## config.mk

```make
export PLATFORM = sky130hd
export DESIGN_NAME = eight_bit_overflow_timer
export DESIGN_NICKNAME = d
export VERILOG_FILES = /design/src/shared/ovf_timer_pkg.sv /design/src/verilog/eight_bit_overflow_timer.sv
export SDC_FILE = /design/constraint.sdc
export NUM_CORES = 1
export LEC_CHECK = 0
export ABC_AREA = 1
export BUFFER_PORTS_ARGS = -buffer_cell sky130_fd_sc_hd__buf_4
export CAP_MARGIN = 20
export CORE_ASPECT_RATIO = 1.1
export CORE_MARGIN = 3
export CORE_UTILIZATION = 55
export CTS_BUF_LIST = sky130_fd_sc_hd__clkbuf_2 sky130_fd_sc_hd__clkbuf_4 sky130_fd_sc_hd__clkbuf_8
export CTS_CLUSTER_DIAMETER = 100
export DETAILED_ROUTE_END_ITERATION = 12
export GPL_ROUTABILITY_DRIVEN = 0
export PLACE_DENSITY = 0.87
export SYNTH_ARGS = -nofsm -noshare
export SYNTH_HDL_FRONTEND = slang
export SYNTH_SLANG_ARGS = --single-unit
```

## constraint.sdc

```tcl
create_clock -name ref_clk -period 2.9 [get_ports ref_clk]
set_clock_uncertainty 0.05 [all_clocks]
set_input_delay 0.145 -clock ref_clk [delete_from_list [all_inputs] [get_ports ref_clk]]
set_output_delay 0.145 -clock ref_clk [all_outputs]
set_load 0.005 [all_outputs]
```

## src/shared/ovf_timer_pkg.sv

```systemverilog
// Register map, field positions and constants of the 8-bit overflow timer
package ovf_timer_pkg;
    localparam logic [7:0] TIMER_CONTROL_ADDR = 8'h00;
    localparam logic [7:0] COUNTER_VALUE_ADDR = 8'h04;
    localparam logic [7:0] TIMER_IRQ_MASK_ADDR = 8'h08;
    localparam logic [7:0] TIMER_IRQ_FLAGS_ADDR = 8'h0C;
    localparam logic [7:0] PRESCALER_CTRL_ADDR = 8'h10;
    localparam int SEL_LSB = 0;
    localparam int SEL_W = 3;
    localparam int OVF_BIT = 0;
    localparam int PRESC_RESET_BIT = 0;
    localparam logic [7:0] CONTROL_RESET = 8'h00;
    localparam logic [7:0] COUNTER_RESET = 8'h00;
    localparam logic [7:0] MASK_RESET = 8'h00;
    localparam logic [7:0] FLAGS_RESET = 8'h00;
    localparam int PRESC_W = 10;
    localparam logic [2:0] SEL_STOP = 3'h0;
    localparam logic [2:0] SEL_DIV1 = 3'h1;
    localparam logic [2:0] SEL_DIV8 = 3'h2;
    localparam logic [2:0] SEL_DIV64 = 3'h3;
    localparam logic [2:0] SEL_DIV256 = 3'h4;
    localparam logic [2:0] SEL_DIV1024 = 3'h5;
    localparam logic [2:0] SEL_EXT_FALL = 3'h6;
    localparam logic [2:0] SEL_EXT_RISE = 3'h7;
    localparam logic [7:0] COUNT_MAX = 8'hFF;
    localparam logic [7:0] COUNT_BOTTOM = 8'h00;
endpackage

```

## src/verilog/eight_bit_overflow_timer.sv

```systemverilog
// 8-bit overflow timer with APB register access and interrupt output
//
// Local design decisions: the register addresses and the APB interface to the registers.
`timescale 1ns/1ps
`default_nettype none

module eight_bit_overflow_timer
    import ovf_timer_pkg::*;
#(
    parameter int PRESCALER_WIDTH = PRESC_W
) (
    input wire logic ref_clk,
    input wire logic arst_n,
    input wire logic clkEn,
    input wire logic psel,
    input wire logic penable,
    input wire logic pwrite,
    input wire logic [7:0] paddr,
    input wire logic [31:0] pwdata,
    output logic [31:0] prdata,
    output logic pready,
    output logic pslverr,
    input wire logic externalCountPin,
    input wire logic globalIrqEnable,
    input wire logic overflowIrqAck,
    input wire logic [7:0] otherFlagSet,
    output logic irqOut,
    output logic [7:0] counterValue,
    output logic [PRESCALER_WIDTH-1:0] prescalerTaps
);

    // Register state and next values
    logic [7:0] timerControl_ff;
    logic [7:0] nxt_timerControl;
    logic [7:0] counter_ff;
    logic [7:0] nxt_counter;
    logic [7:0] irqMask_ff;
    logic [7:0] nxt_irqMask;
    logic [7:0] irqFlags_ff;
    logic [7:0] nxt_irqFlags;
    logic [PRESCALER_WIDTH-1:0] presc_ff;
    logic [PRESCALER_WIDTH-1:0] nxt_presc;

    // Pin synchroniser and edge history
    logic pinMeta_ff;
    logic nxt_pinMeta;
    logic pinSync_ff;
    logic nxt_pinSync;
    logic pinPrev_ff;
    logic nxt_pinPrev;

    // Read path
    logic [31:0] prdata_ff;
    logic [31:0] nxt_prdata;
    logic rdValid_ff;
    logic nxt_rdValid;

    // Bus decode
    logic apbAccess;
    logic apbWrite;
    logic apbRead;
    logic addrOk;
    logic selControl;
    logic selCounter;
    logic selMask;
    logic selFlags;
    logic selPresc;
    logic wrControl;
    logic wrCounter;
    logic wrMask;
    logic wrFlags;
    logic prescReset;
    logic readPending;

    // Tick generation
    logic [2:0] tickSourceSelect;
    logic tapDiv8;
    logic tapDiv64;
    logic tapDiv256;
    logic tapDiv1024;
    logic pinRise;
    logic pinFall;
    logic timerTick;
    logic wrapTick;

    // ------------------------------------------------------------------
    // Bus decode
    // ------------------------------------------------------------------
    assign apbAccess = psel && penable;
    assign apbWrite = apbAccess && pwrite;
    assign apbRead = apbAccess && !pwrite;

    assign selControl = (paddr == TIMER_CONTROL_ADDR);
    assign selCounter = (paddr == COUNTER_VALUE_ADDR);
    assign selMask = (paddr == TIMER_IRQ_MASK_ADDR);
    assign selFlags = (paddr == TIMER_IRQ_FLAGS_ADDR);
    assign selPresc = (paddr == PRESCALER_CTRL_ADDR);

    assign addrOk = selControl || selCounter || selMask || selFlags || selPresc;

    // Writes only land on an enabled edge, so they are gated like all state
    assign wrControl = apbWrite && clkEn && selControl;
    assign wrCounter = apbWrite && clkEn && selCounter;
    assign wrMask = apbWrite && clkEn && selMask;
    assign wrFlags = apbWrite && clkEn && selFlags;
    assign prescReset = apbWrite && clkEn && selPresc && pwdata[PRESC_RESET_BIT];

    // Reads take one wait state so that read data comes from a flip-flop
    assign readPending = apbRead && !rdValid_ff;

    // A frozen block never completes a transfer, so nothing is lost
    assign pready = clkEn && (!apbRead || rdValid_ff);
    assign pslverr = apbAccess && pready && !addrOk;
    assign prdata = prdata_ff;

    // ------------------------------------------------------------------
    // Control register
    // ------------------------------------------------------------------
    always_comb begin
        nxt_timerControl = timerControl_ff;
        if (wrControl) begin
            nxt_timerControl = pwdata[7:0];
        end
    end

    always_ff @(posedge ref_clk or negedge arst_n) begin
        if (!arst_n) begin
            timerControl_ff <= CONTROL_RESET;
        end else if (clkEn) begin
            timerControl_ff <= nxt_timerControl;
        end
    end

    assign tickSourceSelect = timerControl_ff[SEL_LSB +: SEL_W];

    // ------------------------------------------------------------------
    // Interrupt mask register
    // ------------------------------------------------------------------
    always_comb begin
        nxt_irqMask = irqMask_ff;
        if (wrMask) begin
            nxt_irqMask = pwdata[7:0];
        end
    end

    always_ff @(posedge ref_clk or negedge arst_n) begin
        if (!arst_n) begin
            irqMask_ff <= MASK_RESET;
        end else if (clkEn) begin
            irqMask_ff <= nxt_irqMask;
        end
    end

    // ------------------------------------------------------------------
    // Free-running prescaler, cleared by the prescaler reset bit
    // ------------------------------------------------------------------
    always_comb begin
        nxt_presc = presc_ff + 1'b1;
        if (prescReset) begin
            nxt_presc = '0;
        end
    end

    always_ff @(posedge ref_clk or negedge arst_n) begin
        if (!arst_n) begin
            presc_ff <= '0;
        end else if (clkEn) begin
            presc_ff <= nxt_presc;
        end
    end

    // Each tap is a one-cycle pulse when its low bits are all ones
    assign tapDiv8 = (presc_ff[2:0] == 3'h7);
    assign tapDiv64 = (presc_ff[5:0] == 6'h3F);
    assign tapDiv256 = (presc_ff[7:0] == 8'hFF);
    assign tapDiv1024 = (presc_ff[9:0] == 10'h3FF);

    // ------------------------------------------------------------------
    // External count pin: two-stage synchroniser, then edge history
    // ------------------------------------------------------------------
    always_comb begin
        nxt_pinMeta = externalCountPin;
        nxt_pinSync = pinMeta_ff;
        nxt_pinPrev = pinSync_ff;
    end

    always_ff @(posedge ref_clk or negedge arst_n) begin
        if (!arst_n) begin
            pinMeta_ff <= 1'b0;
            pinSync_ff <= 1'b0;
            pinPrev_ff <= 1'b0;
        end else if (clkEn) begin
            pinMeta_ff <= nxt_pinMeta;
            pinSync_ff <= nxt_pinSync;
            pinPrev_ff <= nxt_pinPrev;
        end
    end

    // Edges come from the synchronised level, whatever drives the pin
    assign pinRise = !pinPrev_ff && pinSync_ff;
    assign pinFall = pinPrev_ff && !pinSync_ff;

    // ------------------------------------------------------------------
    // Tick source selection
    // ------------------------------------------------------------------
    always_comb begin
        timerTick = 1'b0;
        case (tickSourceSelect)
            SEL_STOP: begin
                timerTick = 1'b0;
            end
            SEL_DIV1: begin
                timerTick = 1'b1;
            end
            SEL_DIV8: begin
                timerTick = tapDiv8;
            end
            SEL_DIV64: begin
                timerTick = tapDiv64;
            end
            SEL_DIV256: begin
                timerTick = tapDiv256;
            end
            SEL_DIV1024: begin
                timerTick = tapDiv1024;
            end
            SEL_EXT_FALL: begin
                timerTick = pinFall;
            end
            SEL_EXT_RISE: begin
                timerTick = pinRise;
            end
            default: begin
                timerTick = 1'b0;
            end
        endcase
    end

    assign wrapTick = timerTick && (counter_ff == COUNT_MAX);

    // ------------------------------------------------------------------
    // Counter
    // ------------------------------------------------------------------
    always_comb begin
        nxt_counter = counter_ff;
        if (timerTick) begin
            nxt_counter = counter_ff + 8'h01;
        end
        if (wrCounter) begin
            nxt_counter = pwdata[7:0];
        end
    end

    always_ff @(posedge ref_clk or negedge arst_n) begin
        if (!arst_n) begin
            counter_ff <= COUNTER_RESET;
        end else if (clkEn) begin
            counter_ff <= nxt_counter;
        end
    end

    // ------------------------------------------------------------------
    // Interrupt flags; any set wins over a same-cycle clear
    // ------------------------------------------------------------------
    always_comb begin
        nxt_irqFlags = irqFlags_ff;
        if (wrFlags) begin
            nxt_irqFlags = irqFlags_ff & ~pwdata[7:0];
        end
        if (overflowIrqAck) begin
            nxt_irqFlags[OVF_BIT] = 1'b0;
        end
        nxt_irqFlags = nxt_irqFlags | otherFlagSet;
        if (wrapTick) begin
            nxt_irqFlags[OVF_BIT] = 1'b1;
        end
    end

    always_ff @(posedge ref_clk or negedge arst_n) begin
        if (!arst_n) begin
            irqFlags_ff <= FLAGS_RESET;
        end else if (clkEn) begin
            irqFlags_ff <= nxt_irqFlags;
        end
    end

    // ------------------------------------------------------------------
    // Read data, captured in the first access cycle
    // ------------------------------------------------------------------
    always_comb begin
        nxt_rdValid = 1'b0;
        nxt_prdata = prdata_ff;
        if (readPending) begin
            nxt_rdValid = 1'b1;
            case (paddr)
                TIMER_CONTROL_ADDR: begin
                    nxt_prdata = {24'h000000, timerControl_ff};
                end
                COUNTER_VALUE_ADDR: begin
                    nxt_prdata = {24'h000000, counter_ff};
                end
                TIMER_IRQ_MASK_ADDR: begin
                    nxt_prdata = {24'h000000, irqMask_ff};
                end
                TIMER_IRQ_FLAGS_ADDR: begin
                    nxt_prdata = {24'h000000, irqFlags_ff};
                end
                default: begin
                    nxt_prdata = 32'h00000000;
                end
            endcase
        end
    end

    always_ff @(posedge ref_clk or negedge arst_n) begin
        if (!arst_n) begin
            prdata_ff <= 32'h00000000;
            rdValid_ff <= 1'b0;
        end else if (clkEn) begin
            prdata_ff <= nxt_prdata;
            rdValid_ff <= nxt_rdValid;
        end
    end

    // ------------------------------------------------------------------
    // Outputs
    // ------------------------------------------------------------------
    assign irqOut = irqFlags_ff[OVF_BIT] && irqMask_ff[OVF_BIT] && globalIrqEnable;
    assign counterValue = counter_ff;
    assign prescalerTaps = presc_ff;

endmodule // eight_bit_overflow_timer
`default_nettype wire
```

==> results.toml, run 1 <==
[timing]
fin_tns_setup_ns = 0
hold_viol = 0
rsz0062_at_grt = "false"
slew_viol_final = 0
setup_ws_ns = 1.08
fin_crit_sh_pct = 62.9
final-setup-viol-count = 0
period_needed_ns = 1.82
slew_headroom_pct = 54.8
tightest_slew_ns = 0.678
fmaxAchievable_mhz = 548

[place]
place_ws_ns = 1.14
port_buffers = 61
dp_hpwl_um = 5490
postPlaceCellArea_um2 = 3590

[die]
start_util_pct = 57.9
die_h_um = 85.8
pin_count = 110
core-area_um2 = 5500
dieWidth_um = 78.6
dieArea_um2 = 6740
rows = 28

[job]
drv_cap = 0

[drt]
wl_um = 7500
vias = 2911
drc = 0
via_per_inst = 5.22
postRouteAntennaNets = 0
drt_first_pass_iters = 5
drt_iter0_markers = 264
wire_per_inst_um = 13.4

[grt]
gr-total-overflow = 0
grt_use_total_pct = 22.9
grt_pass1_wl_um = 12200
grt_max_degree = 55
antenna_found_initial = 0
grt_pass1_vias = 2616

[critical_path]
reg2reg_slack_ns = 1.08
endpoint_kind = "flip-flop"
criticalPathCategory = "flip-flop to flip-flop"
cp.required_ns = 3.10
crit_arrival_ns = 2.02
start_kind = "flip-flop"
cp_max_fo = 9
path_common_cell = "nand2_1"
cpPeakStageDelay_ns = 0.42
critPathSlowestCell = "dfrtp_1"
crit_chain = "ha_1 > ha_1 > nand2_1 > a21oi_1 > o21ai_1 > nand3_2 > nand2_2 > nand2_1 > nand2_1"

[finish]
antenna_cells = 0
area_growth_pct = 20.0
fin_nets = 542
layout-drive-gt1-share_pct = 22.2
design_area_um2 = 3820

[pwr]
power_density_nw_per_um2 = 473
p_total_uw = 1810
p_leak_uw = 0.00196
ir_worst_vdd_mv = 0.254

[clock_network]
holdBufCountCts = 9
cts.clk_slew.worst_paths_ns = 0.09
clock_path_buffers = 2
cts_sinks = 54
tritoncts = "done"
cts_buffers = 5
clk_latency_ns = 0.31
htreeDepth = 2
cts_setup_buffers = 0
post_cts_resized = 0
cts_root_buf = "clkbuf_8"

[status]
outcome = "finished, final reports clean"

[yosys]
yosys_warnings = 0
synthArstFlopShare_pct = 100
ys_ff_latch = 54
avgSynthCellArea_um2 = 7.69
yosysUniqueCellTypes = 35
postSynthCellCount = 414
synth_edf_count = 0
syn-cell-area_um2 = 3180
seq_area_frac_synth_pct = 42.4
ys.flop_type = "dfrtp_1"

[min_path]
worstHoldPathType = "primary input to flip-flop"
critical path, delay by kind of cell (launching register included):
kind	cells	cell delay, ns
and+or+nand+nor	5	0.70
DFF	1	0.42
adders and majority gates	2	0.41
AOI/OAI and AO/OA	2	0.19
cell families after synthesis:
group | share of synthesized area [%]
DFF | 42.4
AOI/OAI and AO/OA | 11.0
and+or+nand+nor | 31.3
xor gates and xnor gates | 1.65
buffers and inverters | 12.3
adders and majority gates | 1.18
other | 0.118
cell usage after synthesis, drive strengths merged (2+ instances only):
cell | n | area (um^2)
ha | 3 | 37.5
nand4 | 9 | 68.8
a21oi | 8 | 40.0
nor2 | 27 | 144
xnor2 | 2 | 17.5
o21ai | 52 | 290
buf | 30 | 225
xor2 | 4 | 35.0
nand3 | 29 | 173
inv | 41 | 154
clkbuf | 2 | 7.51
nand2 | 139 | 537
nor3 | 6 | 41.3
dfrtp | 54 | 1350
worst paths after layout:
kind | cells after the start | startpoint | end
min in group asynchronous | 2 | arst_n | prdata[5]
worst min register to register | 2 | nxt_pinSync | nxt_pinSync
max in group asynchronous | 2 | arst_n | prescalerTaps[5]
worst min-delay path | 3 | pwdata[6] | irqMask_ff[6]
worst max-delay path | 9 | prescalerTaps[0] | counterValue[1]
worst max register to register | 9 | prescalerTaps[0] | counterValue[1]
sequential cells by signal (all words and copies together), names as in the netlist:
register / count
irqMask_ff: 8
counterValue: 8
irqFlags_ff: 8
prescalerTaps: 10
nxt_pinSync: 1
nxt_pinPrev: 1
pinPrev_ff: 1
prdata: 8
timerControl_ff: 8
rdValid_ff: 1
layer usage:
layer	vias to the layer above	global-route usage [%]	wire, um
met5	-	0	0
met4	0	8.27	170
met3	18	3.36	731
met2	167	37.6	3500
met1	1296	31.1	3100
li1	1430	-	-
report_power, final:
group | switching, uW | total [uW] | internal [uW]
Clock | 246 | 614 | 368
Sequential | 60.8 | 870 | 809
Combinational | 169 | 322 | 154
cell type report:
type	instances	area (um^2)
well taps	75	93.8
multi-input cells	309	1530
flip-flops and latches	54	1350
repair buffers	70	548
clock buffers	6	82.6
fillers	451	1680
inverters	42	158
clock inverters	2	60.1
metrics by stage:
step | hold slack (ns) | std cells | utilization, %
floorplan | -0.201 | 437 | -
detailed placement | 0.177 | 541 | 65.3
finish | 0.0926 | 558 | 69.5
CTS | 0.0815 | 558 | 69.5
global route | 0.0981 | 558 | 69.5
global placement | 0.169 | 541 | 65.3
placed cells by master, fill, tap and decap left out, types with 7 or more instances in the layout:
master	instances
nand4_1	7
dfrtp_1	54
o21ai_2	8
a21oi_1	8
nand2_1	135
inv_2	10
inv_1	31
dlygate4sd3_1	9
nor2_1	20
buf_4	61
nand3_1	25
o21ai_1	24
conb_1	24
o21ai_0	20
Power figures use the tool's default switching activity.
==> run 2, diff against run 1 <==
--- a/config.mk
+++ b/config.mk
@@ -10,12 +10,12 @@
 export CAP_MARGIN = 20
 export CORE_ASPECT_RATIO = 1.1
 export CORE_MARGIN = 3
-export CORE_UTILIZATION = 55
+export CORE_UTILIZATION = 47
 export CTS_BUF_LIST = sky130_fd_sc_hd__clkbuf_2 sky130_fd_sc_hd__clkbuf_4 sky130_fd_sc_hd__clkbuf_8
 export CTS_CLUSTER_DIAMETER = 100
 export DETAILED_ROUTE_END_ITERATION = 12
 export GPL_ROUTABILITY_DRIVEN = 0
-export PLACE_DENSITY = 0.87
+export PLACE_DENSITY = 0.79
 export SYNTH_ARGS = -nofsm -noshare
 export SYNTH_HDL_FRONTEND = slang
 export SYNTH_SLANG_ARGS = --single-unit
==> constraint.sdc (replaced) <==
create_clock -name ref_clk -period 1.6 [get_ports ref_clk]
set_clock_uncertainty 0.05 [all_clocks]
set_input_delay 0.08 -clock ref_clk [delete_from_list [all_inputs] [get_ports ref_clk]]
set_output_delay 0.08 -clock ref_clk [all_outputs]
set_load 0.005 [all_outputs]
==> run 2 against run 1 <==
The flow now finishes with violations (setup timing); global-route usage down 3.4 points; first-iteration DRC count decreased by 20%; power is 70% higher; worst setup slack worse by 1.1 ns; maximum frequency rose by 11%; largest cell class unchanged; non-clock buffer count rose by 22; hold slack got worse by 0.082 ns; core utilization shrank 6.4 points; final area increased by 5.3%.
==> results.toml, run 2 (synthesis gave the netlist of run 1 again) <==
[status]
outcome = "complete, but fails checks"
failed_checks = "setup timing"

[pwr]
seq_power_share_pct = 50.8
ir_worst_vdd_mv = 0.413
p_total_uw = 3070
power_density_nw_per_um2 = 762
swShare_pct = 30.4
p_switching_uw = 933
pwr-share-comb_pct = 23.4
p_clk_share_pct = 25.8
intPower_uw = 2140
p_leak_uw = 0.00205

[drt]
wl_um = 7680
vias = 2979
drc = 0
wire_per_inst_um = 13.1
postRouteAntennaNets = 0
via_per_inst = 5.08
drt_iter0_markers = 210
drt_first_pass_iters = 5

[timing]
whs_ns = 0.0107
slew_viol_final = 0
rsz0062_at_grt = "true"
hold_viol = 0
fin_crit_sh_pct = 102
tightest_slew_ns = 0.664
fmaxAchievable_mhz = 610
final-setup-viol-count = 8
period_needed_ns = 1.64
slew_headroom_pct = 55.7
setup_ws_ns = -0.0384

[grt]
grt_pass1_wl_um = 12500
gr-total-overflow = 0
grt_use_total_pct = 19.6
antenna_found_initial = 0
grt_max_degree = 55
grt_pass1_vias = 2636

[clock_network]
clk_latency_ns = 0.32
cts_buffers = 5
htreeDepth = 2
cts_root_buf = "clkbuf_8"
tritoncts = "done"
cts.clk_slew.worst_paths_ns = 0.10
cts_sinks = 54
clock_path_buffers = 2

[job]
drv_cap = 0

[min_path]
min-delay-start = "pwdata[6]"
worstHoldPathType = "primary input to flip-flop"
whs_endpoint = "irqMask_ff[6]"
hold_path_depth = 3

[die]
core-area_um2 = 6380
dieWidth_um = 84.5
pin_count = 110
die_h_um = 92.3
dieArea_um2 = 7800
start_util_pct = 49.9
rows = 30

[critical_path]
reg2reg_slack_ns = -0.04
cp.required_ns = 1.76
crit_arrival_ns = 1.80
worstReg2RegStart = "prescalerTaps[0]"
path_common_cell = "nand2_2"
cpPeakStageDelay_ns = 0.36
crit_chain = "ha_2 > nand2_2 > nor2_4 > nand2_2 > o21ai_2 > nand2_2 > nand3_4 > nand2_8 > nand2_2 > nand2_1"
cp_max_fo = 8
critPathSlowestCell = "dfrtp_1"
r2r_cells = 10
start_kind = "flip-flop"
r2r_end = "counterValue[1]"
endpoint_kind = "flip-flop"
criticalPathCategory = "flip-flop to flip-flop"

[place]
port_buffers = 61
place_ws_ns = -0.0692
dp_hpwl_um = 5790
dp.cells = 562

[finish]
largest_reg_flops = 10
area_growth_pct = 26.4
antenna_cells = 0
utilization_pct = 63.1
layout_common_cells = "126 x nand2_1, 82 x buf_4, 54 x dfrtp_1"
fin_nets = 565
fin_cells = 586
mostFrequentLayoutCell = "nand2_1"
n_fill_cell = 558
regArea_um2 = 1350
multi_input_area_um2 = 1610
layout-drive-gt1-share_pct = 28.5
-- run 2: cell count changes in the layout (fill, tap and decap cells not counted), moves of 2 or more --
cell / previous run / this run
o21ai_2: 8 / 10
nand2_1: 135 / 126
nand2_2: 3 / 11
o21ai_1: 24 / 22
bufinv_16: 2 / 0
buf_4: 61 / 82
nor2_1: 20 / 18
-- run 2: worst max-delay path by stage --
| stage | start | cells after the start | to |
|---|---|---|---|
| 2_1_floorplan | prescalerTaps[0] | 9 | counterValue[0] |
| 3_3_place_gp | prescalerTaps[0] | 9 | counterValue[5] |
| 3_5_place_dp | prescalerTaps[0] | 9 | counterValue[4] |
| 4_1_cts | prescalerTaps[0] | 10 | counterValue[6] |
| 5_1_grt | prescalerTaps[0] | 10 | counterValue[7] |
| 6_report | prescalerTaps[0] | 10 | counterValue[1] |
-- run 2: final cells by class --
type | instances | area share [%]
tap | 80 | 2.49
clock inverter | 3 | 0.622
timing repair buffer | 92 | 17.8
inverter | 42 | 3.92
clock buffer | 5 | 1.71
multi-input combinational | 310 | 39.9
sequential | 54 | 33.6
-- run 2: timing repair --
action                                  in CTS  in global routing
hold buffers                                10                  0
hold endpoints to repair                    62                  0
pin swaps                                    1                  3
endpoints found under the setup margin       9                 10
setup buffers                                1                  4
cloned                                       1                  0
gates resized for setup                      4                 16
-- run 2: metrics by stage --
| stage | cell area [um^2] | TNS (ns) |
|---|---|---|
| finish | 4030 | -0.140 |
| global route | 4030 | -0.694 |
| CTS | 3940 | 0 |
| detailed placement | 3720 | -0.493 |
| global placement | 3720 | -0.262 |
| floorplan | 3270 | 0 |
-- run 2: metal layers --
layer	GRT usage [%]	part of all wire [%]	wire, um	up-vias
met1	27.3	44	3350	1360
met3	2.58	6.9	532	14
li1	-	-	-	1466
met5	0	0	0	-
met4	5.28	1.6	125	0
met2	32.1	48	3670	139
-- run 2: critical path: cells and delay by family, from the launching register on --
kind | cells | cell delay, ns
DFF | 1 | 0.36
and+or+nand+nor | 8 | 0.77
AOI/OAI and AO/OA | 1 | 0.15
adders and majority gates | 1 | 0.19
-- run 2: power groups by stage --
stage          Combinational, uW  Clock (uW)  Sequential, uW
3_3_place_gp                 621           0            1580
4_1_cts                      666         802            1550
2_1_floorplan                316           0            1590
3_5_place_dp                 638           0            1580
6_report                     718         792            1560
5_1_grt                      799         855            1580
